[src/hw/fbe_pkg.sv]
// Notes on behaviour
// - Boost flag accelerates next 64KB erase
// - Boost flag accelerates next chip erase
// - Boost clears at reset, block erase done
// - Boost clears on chip erase done
// - Power-up lands in standby, not sleep
// - Write latch cleared at power-up
// - Reads accepted after supply settle delay
// - Below threshold, logic reset, commands ignored
// - Latch needed; cleared when operation completes
package fbe_pkg;
    // Decoded command kinds from the shift front end
    typedef enum logic [7:0] {
        FBE_CMD_NONE  = 8'h01,
        FBE_CMD_WLS   = 8'h02,
        FBE_CMD_BOOST = 8'h04,
        FBE_CMD_BE64  = 8'h08,
        FBE_CMD_CE    = 8'h10,
        FBE_CMD_PGM   = 8'h20,
        FBE_CMD_READ  = 8'h40,
        FBE_CMD_OTHER = 8'h80
    } fbe_cmd_t;

    // One completed command framed by chip select
    typedef struct packed {
        logic     valid;
        logic     lone;   // Chip select rose right after the code byte
        fbe_cmd_t kind;
    } fbe_req_t;

    typedef enum logic [2:0] {
        FBE_ST_SETTLE = 3'h1,
        FBE_ST_IDLE   = 3'h2,
        FBE_ST_BUSY   = 3'h4
    } fbe_state_t;

    localparam int unsigned FBE_CLK_HZ       = 10_000_000;
    localparam int unsigned FBE_SETTLE_US    = 800;
    localparam int unsigned FBE_SETTLE_CYC   =
        (FBE_SETTLE_US * (FBE_CLK_HZ / 1_000_000) > 0) ?
        FBE_SETTLE_US * (FBE_CLK_HZ / 1_000_000) : 1;
    localparam int unsigned FBE_CNT_W        = 24;
endpackage

[src/hw/fbe_core.sv]
`timescale 1ns/1ns
`default_nettype none
module fbe_core #(
    parameter int unsigned SETTLE_CYC = fbe_pkg::FBE_SETTLE_CYC
) (
    input  wire logic             clk,         // 10 MHz core clock
    input  wire logic             rstn,        // Power-on reset, low below threshold
    input  wire fbe_pkg::fbe_req_t req,        // Decoded command, one-cycle valid
    input  wire logic             op_done,     // Erase/program engine finished
    output logic                  ready_q,     // Settle delay elapsed
    output logic                  busy_q,      // Self-timed operation running
    output logic                  deep_pd_q,   // Deep power-down state
    output logic                  write_enable_latch_flag_q, // Write latch
    output logic                  boost_q,     // factory_boost_enable flag
    output logic                  start_q,     // One-cycle launch of an operation
    output logic                  fast_q,      // Launched erase is accelerated
    output fbe_pkg::fbe_cmd_t     op_kind_q,   // Kind of launched operation
    output logic                  read_ok_q    // Read command accepted pulse
);
    localparam logic [fbe_pkg::FBE_CNT_W-1:0] SETTLE_LAST =
        fbe_pkg::FBE_CNT_W'(SETTLE_CYC - 1);

    fbe_pkg::fbe_state_t          st_q, st_d;
    logic [fbe_pkg::FBE_CNT_W-1:0] cnt_q, cnt_d;
    logic write_enable_latch_flag_d;
    logic boost_d, start_d, fast_d, read_ok_d;
    // Status next values, kept apart from the command state
    logic ready_d, busy_d, deep_pd_d;
    fbe_pkg::fbe_cmd_t kind_d;
    logic erase_req;

    // Next-state logic; commands only count once idle
    always_comb begin
        st_d      = st_q;
        cnt_d     = cnt_q;
        write_enable_latch_flag_d = write_enable_latch_flag_q;
        boost_d   = boost_q;
        start_d   = 1'b0;
        fast_d    = fast_q;
        kind_d    = op_kind_q;
        read_ok_d = 1'b0;
        erase_req = 1'b0;
        unique case (st_q)
            fbe_pkg::FBE_ST_SETTLE: begin
                if (cnt_q == SETTLE_LAST) begin
                    st_d = fbe_pkg::FBE_ST_IDLE;
                end else begin
                    cnt_d = cnt_q + 1'b1;
                end
            end
            fbe_pkg::FBE_ST_IDLE: begin
                if (req.valid) begin
                    unique case (req.kind)
                        fbe_pkg::FBE_CMD_WLS: begin
                            write_enable_latch_flag_d = 1'b1;
                        end
                        fbe_pkg::FBE_CMD_BOOST: begin
                            if (req.lone && write_enable_latch_flag_q) begin
                                boost_d = 1'b1;
                            end
                        end
                        fbe_pkg::FBE_CMD_BE64,
                        fbe_pkg::FBE_CMD_CE,
                        fbe_pkg::FBE_CMD_PGM: erase_req = 1'b1;
                        fbe_pkg::FBE_CMD_READ: read_ok_d = 1'b1;
                        default: ;
                    endcase
                end
                // latch gates erase
                // Without the latch the request is dropped silently
                if (erase_req && write_enable_latch_flag_q) begin
                    start_d = 1'b1;
                    kind_d  = req.kind;
                    fast_d  = boost_q &&
                              (req.kind != fbe_pkg::FBE_CMD_PGM);
                    st_d    = fbe_pkg::FBE_ST_BUSY;
                end
            end
            fbe_pkg::FBE_ST_BUSY: begin
                if (op_done) begin
                    write_enable_latch_flag_d = 1'b0;
                    if (op_kind_q != fbe_pkg::FBE_CMD_PGM) begin
                        boost_d = 1'b0;
                    end
                    fast_d = 1'b0;
                    st_d   = fbe_pkg::FBE_ST_IDLE;
                end
            end
        endcase
    end

    // Register stage; async reset is the power-on reset
    // reset holds all logic
    always_ff @(posedge clk or negedge rstn) begin
        if (!rstn) begin
            st_q      <= fbe_pkg::FBE_ST_SETTLE;
            cnt_q     <= '0;
            write_enable_latch_flag_q <= 1'b0;
            boost_q   <= 1'b0;
            start_q   <= 1'b0;
            fast_q    <= 1'b0;
            op_kind_q <= fbe_pkg::FBE_CMD_NONE;
            read_ok_q <= 1'b0;
        end else begin
            st_q      <= st_d;
            cnt_q     <= cnt_d;
            write_enable_latch_flag_q <= write_enable_latch_flag_d;
            boost_q   <= boost_d;
            start_q   <= start_d;
            fast_q    <= fast_d;
            op_kind_q <= kind_d;
            read_ok_q <= read_ok_d;
        end
    end

    // Status follows the next state so it lines up with st_q
    always_comb begin
        deep_pd_d = 1'b0;
        ready_d   = (st_d != fbe_pkg::FBE_ST_SETTLE);
        busy_d    = (st_d == fbe_pkg::FBE_ST_BUSY);
    end

    // standby, never deep power-down at power-up
    always_ff @(posedge clk or negedge rstn) begin
        if (!rstn) begin
            deep_pd_q <= 1'b0;
            ready_q   <= 1'b0;
            busy_q    <= 1'b0;
        end else begin
            deep_pd_q <= deep_pd_d;
            ready_q   <= ready_d;
            busy_q    <= busy_d;
        end
    end
endmodule
`default_nettype wire

[config.mk]
export PLATFORM = sky130hd
export DESIGN_NAME = fbe_core
export DESIGN_NICKNAME = d
export VERILOG_FILES = /design/src/hw/fbe_pkg.sv /design/src/hw/fbe_core.sv
export SDC_FILE = /design/constraint.sdc
export NUM_CORES = 1
export LEC_CHECK = 0
export BUFFER_PORTS_ARGS = -buffer_cell sky130_fd_sc_hd__buf_2
export CAP_MARGIN = 20
export CELL_PAD_IN_SITES_DETAIL_PLACEMENT = 0
export CELL_PAD_IN_SITES_GLOBAL_PLACEMENT = 1
export CORE_MARGIN = 1
export CORE_UTILIZATION = 44
export DETAILED_ROUTE_END_ITERATION = 8
export PLACE_DENSITY_LB_ADDON = 0.1
export REMOVE_ABC_BUFFERS = 1
export SKIP_LAST_GASP = 1
export SYNTH_ARGS = -nofsm -noshare
export SYNTH_HDL_FRONTEND = slang
export SYNTH_SLANG_ARGS = --single-unit
[constraint.sdc]
create_clock -name clk -period 2.1 [get_ports clk]
set_input_delay 0.105 -clock clk [delete_from_list [all_inputs] [get_ports clk]]
set_output_delay 0.105 -clock clk [all_outputs]
set_load 0.01 [all_outputs]
==> results_dict.tcl, run 1 <==
set metrics [dict create \
    synthCells 181 \
    drcViolationCount 0 \
    hold_start "op_done" \
    antenna_left 0 \
    hpwlAfterDp_microns 2840 \
    rsz0062_at_grt "false" \
    max_stage_delay_ps 580 \
    endpoint_kind "flip-flop" \
    p_leak_nw 1.12 \
    io_buffers 27 \
    layout_min_cycle_time_ps 1920 \
    peakVddDrop_mv 0.325 \
    synth_seq_cells 42 \
    worstSetupPathType "flip-flop to flip-flop" \
    layout.nets 233 \
    switchingPower_uw 301 \
    p_comb_share_pct 4.6 \
    numClockSinks 42 \
    ff2ff_path_depth 6 \
    numCtsBuffers 5 \
    placementRows 23 \
    crit-reg2reg-launch "st_q[0]" \
    syn_avg_cell_area_sq_um 10.9 \
    slew_headroom_pct 41.0 \
    grt_pass1_wl_microns 6550 \
    instances_no_fill 269 \
    grt_pass1_vias 1413 \
    synth_ff_type "dfrtp_1" \
    die_height_microns 68.9 \
    status "completed" \
    setup_viol 0 \
    hold_depth 2 \
    fin_crit_sh_pct 91.5 \
    powerDensity_nw_per_um2 598 \
    tns_ps 0 \
    r2r_slack_ps 180 \
    p_int_mw 1.06 \
    async_reset_ff_share_pct 100 \
    tightest_slew_ps 885 \
    slowest_stage "dfstp_2" \
    worstPathMaxFanout 7 \
    diodes 0 \
    sw_frac_of_total_pct 22.0 \
    maxSlewViolCount 0 \
    reg2reg_to "cnt_q[21]" \
    core_area_sq_um 4140 \
    clk_latency_ps 290 \
    dr_total_vias 1445 \
    syn2layout_area_growth_pct 16.0 \
    cts_root_buffer "clkbuf_8" \
    clkPwrFrac_pct 35.6 \
    drive_gt1_share_pct 23.3 \
    wl_per_cell_microns 14.1 \
    die_area_sq_um 4740 \
    crit_end "cnt_q[21]" \
    arrival_ps 2140 \
    htree_levels 2 \
    whs_ps 61.4 \
    grt_overflow 0 \
    start_kind "flip-flop" \
    cap_violations 0 \
    grt_util_all_layers_pct 19.1 \
    via_per_inst 5.37 \
    grt_max_degree 43 \
    dr.first_iter.drc_count 82 \
    tritoncts "done" \
    fmax_ghz 0.521 \
    dp_cells 259 \
    postCtsSetupBuffers 0 \
    critical_path_required_ps 2320 \
    place.gp.congestion 0.752 \
    skew_ps 5.78 \
    p_total_mw 1.37 \
    die_x_microns 68.9 \
    seq_area_frac_synth_pct 53.5 \
    antenna_found_initial 0 \
    path_cells "or3b_4 > nor4_4 > buf_4 > nand2_1 > nor2_1 > xnor2_1" \
    postLayoutCoreUtil_pct 55.1 \
    ys_warn_count 0 \
    dr.pass1.iters 4 \
    ios 29 \
    hold_viol_final 0 \
    crit_path_start "st_q[0]" \
    hold_path_class "input port to flip-flop" \
    start_util_pct 47.5 \
    netlist_area_sq_um 1970 \
    pwr-share-seq_pct 59.8 \
    wl_microns 3800 \
    synth_edf_count 0 \
    clk_pin_slew_ps 80 \
    yosysUniqueCellTypes 41 \
    cts_max_path_buffers 2 \
]
## power groups by stage
stage / combinational, mW / clock [mW] / sequential (mW)
3_3_place_gp: 0.0590 / 0 / 0.832
4_1_cts: 0.0637 / 0.498 / 0.816
6_report: 0.0621 / 0.487 / 0.816
2_1_floorplan: 0.0176 / 0 / 0.834
5_1_grt: 0.0725 / 0.531 / 0.817
3_5_place_dp: 0.0606 / 0 / 0.832
## sequential cells by signal (all words and copies together) (netlist names)
register / cells
st_q: 3
ready_q: 1
start_q: 1
op_kind_q: 8
read_ok_q: 1
cnt_q: 24
busy_q: 1
fast_q: 1
write_enable_latch_flag_q: 1
boost_q: 1
## worst max-delay path, delay by kind of cell, from the launching register on
kind / cells / cell delay (ps)
buffers and inverters: 1 / 190
DFF: 1 / 580
and+or+nand+nor: 4 / 930
xor gates and xnor gates: 1 / 140
## worst min path at each step
stage / to
floorplan: boost_q
global placement: cnt_q[21]
detailed placement: cnt_q[20]
CTS: busy_q
global route: busy_q
finish: busy_q
## cell usage after synthesis, types with 2 or more instances
cell type	count	area (sq um)
nor3b_1	2	15.0
o21ai_0	3	15.0
mux2_2	3	33.8
nand4_1	7	43.8
nand3_1	15	75.1
buf_4	2	15.0
and2_1	6	37.5
nand2_1	12	45.0
nor2_1	18	67.6
xor2_1	12	105
xnor2_1	12	105
o41ai_1	2	17.5
mux2i_1	2	20.0
dfstp_2	2	52.6
inv_1	5	18.8
nor4_1	3	18.8
nor3_1	7	35.0
and3_1	4	25.0
nor3_2	3	30.0
dfrtp_1	40	1000
## per-layer routing
layer | up-vias | global-route usage (%) | part of all wire [%]
met3 | 8 | 3.95 | 3.1
met2 | 28 | 27.3 | 44
li1 | 704 | - | -
met5 | - | 0 | 0
met4 | 0 | 8.42 | 1.9
met1 | 705 | 27.8 | 51
## timing repair
action / CTS / global route
resized for setup: 0 / 0
endpoints found under the setup margin: 0 / 1
hold endpoints to repair: 41 / 0
hold buffers: 3 / 0
## logic make-up (layout without fill, tap and decap cells)
group / count (synthesis) / after routing / synth area share, %
AO/OA/AOI/OAI: 11 / 11 / 4.45
XOR/XNOR: 24 / 24 / 10.7
adder cells (fa/ha/maj): 1 / 1 / 0.636
buffers and inverters: 8 / 46 / 1.91
flip-flops: 42 / 42 / 53.5
multiplexers: 6 / 6 / 3.31
other: 1 / 1 / 0.191
AND/OR/NAND/NOR: 88 / 88 / 25.3
## layout by cell type (no fill, tap or decap), types with 2 or more instances in the layout
master         instances
dfrtp_1               40
buf_2                 27
nor2_1                18
nand3_1               15
xor2_1                12
nand2_1               12
xnor2_1               12
nor3_1                 7
nand4_1                7
and2_1                 6
inv_1                  5
clkbuf_8               5
and3_1                 4
buf_4                  4
nor4_1                 3
o21ai_0                3
nor3_2                 3
mux2_2                 3
dlygate4sd3_1          3
nor3b_1                2
o41ai_1                2
mux2i_1                2
clkbuf_1               2
dfstp_2                2
## area by class of cell
cell class | instances | area, sq um
sequential | 42 | 1050
multi-input combinational | 131 | 877
tap | 50 | 62.6
inverter | 5 | 18.8
clock buffer | 7 | 76.3
fill | 363 | 1860
timing repair buffer | 34 | 195
## through the flow
step	worst slack (ps)	area [sq um]
global route	50.3	2280
floorplan	266	1950
finish	179	2280
CTS	89.2	2280
detailed placement	95.4	2180
global placement	142	2180
Power figures use the tool's default switching activity.
==> inputs of run 2 (changes only) <==
--- a/config.mk
+++ b/config.mk
@@ -5,12 +5,13 @@
 export SDC_FILE = /design/constraint.sdc
 export NUM_CORES = 1
 export LEC_CHECK = 0
+export ABC_AREA = 1
 export BUFFER_PORTS_ARGS = -buffer_cell sky130_fd_sc_hd__buf_2
 export CAP_MARGIN = 20
 export CELL_PAD_IN_SITES_DETAIL_PLACEMENT = 0
 export CELL_PAD_IN_SITES_GLOBAL_PLACEMENT = 1
 export CORE_MARGIN = 1
-export CORE_UTILIZATION = 44
+export CORE_UTILIZATION = 42
 export DETAILED_ROUTE_END_ITERATION = 8
 export PLACE_DENSITY_LB_ADDON = 0.1
 export REMOVE_ABC_BUFFERS = 1
==> run 2 against run 1 <==
  * Count of clock-buffer cells in the layout is 2 lower
  * Clock skew increased by 5.9 ps
  * Non-clock buffer count decreased by 2
  * Combinational power grew to 2.6 times the previous value
  * Sequential power up 5.1%
  * Global-route usage grew 1.0 points
  * Clock power is 34% higher
  * Via count is 47% higher
  * First-iteration DRC count stayed put
  * Critical path depth grew 4
  * Sequential cell count unchanged
  * Highest routed layer unchanged
==> results_dict.tcl, run 2 <==
set metrics [dict create \
    status "completed" \
    rsz0062_at_grt "false" \
    die_height_microns 78.5 \
    antenna_found_initial 0 \
    via_per_inst 4.64 \
    clk_latency_ps 300 \
    max_stage_delay_ps 430 \
    worstPathMaxFanout 23 \
    cts_hold_buffers 1 \
    dr_total_vias 2121 \
    critical_path_required_ps 2340 \
    cts_max_path_buffers 2 \
    cts_root_buffer "clkbuf_8" \
    synth.area.top_cells "dfrtp_1 41%, nand2_1 21%, nor2_1 7.8%" \
    wl_per_cell_microns 11.9 \
    crit_path_start "cnt_q[0]" \
    tns_ps 0 \
    cp.depth 10 \
    path_delay_family "simple AND/OR/NAND/NOR gates" \
    dr.first_iter.drc_count 82 \
    grt_pass1_vias 2177 \
    synth_common_cells "135 x nand2_1, 51 x nor2_1, 41 x inv_1, 40 x dfrtp_1, 24 x nand3_1" \
    yosysUniqueCellTypes 27 \
    arrival_ps 2030 \
    hold_depth 3 \
    die_x_microns 78.5 \
    drcViolationCount 0 \
    syn_avg_cell_area_sq_um 7.00 \
    diodes 0 \
    slew_headroom_pct 63.6 \
    skew_ps 11.7 \
    place.gp.congestion 0.831 \
    grt_pass1_wl_microns 9650 \
    reg_top3 "cnt_q x24, op_kind_q x8, st_q x3" \
    netlist_area_sq_um 2460 \
    postCtsSetupBuffers 0 \
    fill_cells 564 \
    fmax_ghz 0.559 \
    p_total_mw 1.67 \
    crit-reg2reg-launch "cnt_q[0]" \
    critPathBufInv 3 \
    final_cell_area_sq_um 2790 \
    dpl_cell_area_sq_um 2660 \
    endpoint_kind "flip-flop" \
    hpwlAfterDp_microns 4100 \
    ys_warn_count 0 \
    cts.repair.resized 0 \
    mostFrequentLayoutCell "nand2_1" \
    hold_start "req[6]" \
    wl_microns 5440 \
    worstSetupPathType "flip-flop to flip-flop" \
    htree_levels 2 \
    dr.pass1.iters 4 \
    maxSlewViolCount 0 \
    tightest_slew_ps 546 \
    grt_max_degree 43 \
    mostFrequentLayoutCells "135 x nand2_1, 51 x nor2_1, 41 x inv_1" \
    synth_top_area_share_pct 40.7 \
    drive_gt1_share_pct 14.5 \
    top_register "cnt_q" \
    crit_top_cell "nor2_4" \
    ios 29 \
    die_area_sq_um 6160 \
    peakVddDrop_mv 0.352 \
    seq_area_frac_synth_pct 42.8 \
    synth_edf_count 0 \
    postLayoutCoreUtil_pct 50.0 \
    yosysTopAreaCell "dfrtp_1" \
    path_cells "ha_1 > inv_1 > nor2_4 > inv_2 > nor2_4 > nand3_4 > nand2_4 > buf_4 > o21ai_0 > nand2_1" \
    largest_reg_flops 24 \
    layout_min_cycle_time_ps 1790 \
    synthCells 351 \
    ff2ff_path_depth 10 \
    cap_violations 0 \
    io_buffers 27 \
    tritoncts "done" \
    start_kind "flip-flop" \
    whs_ps 56.8 \
    hold_path_class "input port to flip-flop" \
    numCtsBuffers 5 \
    setup_viol 0 \
    synth_most_common_cell "nand2_1" \
    fin_crit_sh_pct 85.3 \
    syn2layout_area_growth_pct 13.4 \
    start_util_pct 44.1 \
    grt_util_all_layers_pct 20.2 \
    grt_overflow 0 \
    powerDensity_nw_per_um2 599 \
    placementRows 27 \
    layout.nets 398 \
    async_reset_ff_share_pct 100 \
    antenna_left 0 \
    p_leak_nw 1.41 \
    numClockSinks 42 \
    clk_pin_slew_ps 90 \
    synth_ff_type "dfrtp_1" \
    hold_viol_final 0 \
    slowest_stage "dfrtp_1" \
    core_area_sq_um 5570 \
    synth_seq_cells 42 \
]
## run 2: cells by family after synthesis
logic type	Yosys count	share of synthesized area, %
flops	42	42.8
compound gates	21	5.19
fa+ha+maj	1	0.509
other cells	1	0.153
simple gates	225	38.3
xor+xnor	12	4.27
buf+inv	49	8.70
## run 2: area by class of cell
class / instances / area, sq um / area share [%]
clock buffer: 5 / 68.8 / 2.47
multi-input combinational: 260 / 1190 / 42.7
clock inverter: 3 / 45.0 / 1.62
inverter: 43 / 164 / 5.88
sequential: 42 / 1050 / 37.8
tap: 72 / 90.1 / 3.23
timing repair buffer: 32 / 175 / 6.28
## run 2: where the power goes
| part | switching [mW] | internal (mW) |
|---|---|---|
| registers | 0.0195 | 0.839 |
| logic | 0.0972 | 0.0632 |
| clock network | 0.298 | 0.354 |
| total | 0.415 | 1.26 |
## run 2: per-layer routing
layer	global-route usage (%)	share of wire, %	vias up
li1	-	-	1141
met1	24.6	48	947
met5	0	0	-
met4	5.56	1.0	0
met3	3.60	2.4	5
met2	36.2	49	28
## run 2: worst paths after layout
path / slack (ps) / end
max in group asynchronous: 1310 / st_q[0]
min in group asynchronous: 410 / cnt_q[9]
max: 310 / cnt_q[3]
min reg2reg: 470 / op_kind_q[0]
max reg2reg: 310 / cnt_q[3]
min: 60 / read_ok_q
## run 2: tightest hold or removal path: stages
cell and delay, ps:
buf_2 110, nand3_1 70, nor2_1 40
## run 2: through the flow
step / std cells / worst slack [ps]
5_1_grt: 457 / 144
3_3_place_gp: 448 / 347
2_1_floorplan: 345 / 370
4_1_cts: 457 / 288
3_5_place_dp: 448 / 306
6_report: 457 / 309
==> inputs of run 3 (changes only) <==
--- a/config.mk
+++ b/config.mk
@@ -10,7 +10,6 @@
 export CAP_MARGIN = 20
 export CELL_PAD_IN_SITES_DETAIL_PLACEMENT = 0
 export CELL_PAD_IN_SITES_GLOBAL_PLACEMENT = 1
-export CORE_MARGIN = 1
 export CORE_UTILIZATION = 42
 export DETAILED_ROUTE_END_ITERATION = 8
 export PLACE_DENSITY_LB_ADDON = 0.1
==> constraint.sdc (replaced) <==
create_clock -name clk -period 2.1 [get_ports clk]
set_input_delay 0.21 -clock clk [delete_from_list [all_inputs] [get_ports clk]]
set_output_delay 0.21 -clock clk [all_outputs]
set_load 0.01 [all_outputs]
==> run 3 against run 2 <==
  * The run now ends with hold timing left
  * Hold slack lost 75 ps
  * Design area shrank 0.36%
  * Critical path depth is the same
  * Core utilization shrank 0.18 points
  * Power shrank 0.11%
  * Final cell count shrank 0.22%
  * Via count is essentially flat
  * Critical path type unchanged
==> results_dict.tcl, run 3 (synthesis results as in run 2) <==
set metrics [dict create \
    cts.repair.resized 0 \
    setup_ws_ps 309 \
    drcViolationCount 0 \
    setup_viol 0 \
    dr_total_vias 2120 \
    grt_max_degree 43 \
    wl_microns 5430 \
    dr.first_iter.drc_count 80 \
    placementRows 27 \
    violations "hold timing" \
    cts_root_buffer "clkbuf_8" \
    fmax_ghz 0.558 \
    drive_gt1_share_pct 14.6 \
    mostFrequentLayoutCell "nand2_1" \
    htree_levels 2 \
    tightest_slew_ps 546 \
    cts_max_path_buffers 2 \
    ios 29 \
    start_util_pct 44.1 \
    worstPathMaxFanout 23 \
    via_per_inst 4.65 \
    skew_ps 10.9 \
    instances_no_fill 456 \
    numCtsBuffers 5 \
    powerDensity_nw_per_um2 601 \
    maxSlewViolCount 0 \
    diodes 0 \
    dp_slack_ps 306 \
    tritoncts "done" \
    status "finished with violations" \
    cap_violations 0 \
    wl_per_cell_microns 11.9 \
    endpoint_kind "flip-flop" \
    core_area_sq_um 5570 \
    die_area_sq_um 6160 \
    postCtsSetupBuffers 0 \
    die_x_microns 78.5 \
    peakVddDrop_mv 0.352 \
    top_register "cnt_q" \
    place.gp.congestion 0.831 \
    dpl_cell_area_sq_um 2660 \
    largest_reg_flops 24 \
    hold_viol_final 33 \
    clk_pin_slew_ps 90 \
    io_buffers 27 \
    hpwlAfterDp_microns 4100 \
    die_height_microns 78.5 \
    final_cell_area_sq_um 2780 \
    reg_top3 "cnt_q x24, op_kind_q x8, st_q x3" \
    worstSetupPathType "flip-flop to flip-flop" \
    arrival_ps 2030 \
    grt_overflow 0 \
    grt_util_all_layers_pct 20.2 \
    critical_path_required_ps 2340 \
    hold_path_class "input port to asynchronous set/reset pin" \
    fin_crit_sh_pct 85.3 \
    grt_pass1_wl_microns 9650 \
    dr.pass1.iters 4 \
    cts_hold_buffers 0 \
    antenna_found_initial 0 \
    clk_latency_ps 300 \
    start_kind "flip-flop" \
    tns_ps 0 \
    dp_cells 448 \
    numClockSinks 42 \
    p_leak_nw 1.41 \
    whs_ps -18.3 \
    antenna_left 0 \
    r2r_slack_ps 310 \
    layout.nets 397 \
    layout_min_cycle_time_ps 1790 \
    mostFrequentLayoutCells "135 x nand2_1, 51 x nor2_1, 41 x inv_1" \
    syn2layout_area_growth_pct 13.0 \
    rsz0062_at_grt "false" \
    grt_pass1_vias 2177 \
    slew_headroom_pct 63.6 \
]
run 3: changes by cell type in the layout (fill, tap and decap cells not counted), sizes merged:
cell,delta
dlygate4sd3,-1
run 3: critical path, stage by stage (launching register included):
cell	delay (ps)
dfrtp_1	430
ha_1	260
inv_1	110
nor2_4	130
inv_2	60
nor2_4	120
nand3_4	100
nand2_4	90
buf_4	240
o21ai_0	110
nand2_1	60
run 3: path summary, 6_finish.rpt:
path | from | endpoint | cells after the start
min in group clk | req[6] | read_ok_q | 3
max in group asynchronous | rstn | st_q[0] | 2
min reg2reg | op_kind_q[0] | op_kind_q[0] | 2
max reg2reg | cnt_q[0] | cnt_q[3] | 10
min | rstn | cnt_q[10] | 2
max | cnt_q[0] | cnt_q[3] | 10
run 3: report_power, final:
| part | internal [mW] | leakage (nW) | total, mW | switching, mW |
|---|---|---|---|---|
| combinational | 0.0620 | 0.793 | 0.159 | 0.0970 |
| sequential | 0.839 | 0.565 | 0.858 | 0.0195 |
| clock | 0.354 | 0.0504 | 0.652 | 0.298 |
run 3: metrics by stage:
step	total power, mW	hold slack, ps	utilization (%)
floorplan	0.958	-85.6	-
global placement	1.04	324	47.8
detailed placement	1.04	324	47.8
CTS	1.70	0.967	49.8
global route	1.75	26.0	49.8
finish	1.67	-18.3	49.8
run 3: area by class of cell:
| cell class | count | area (sq um) |
|---|---|---|
| multi-input cells | 260 | 1190 |
| repair buffers | 31 | 165 |
| well taps | 72 | 90.1 |
| clock inverters | 3 | 45.0 |
| inverters | 43 | 164 |
| fillers | 565 | 2800 |
| flip-flops and latches | 42 | 1050 |
| clock buffers | 5 | 68.8 |
run 3: layer usage:
layer | global-route usage [%] | part of all wire (%)
met5 | 0 | 0
met3 | 3.60 | 2.4
met1 | 24.6 | 48
met2 | 36.2 | 49
met4 | 5.56 | 1.0
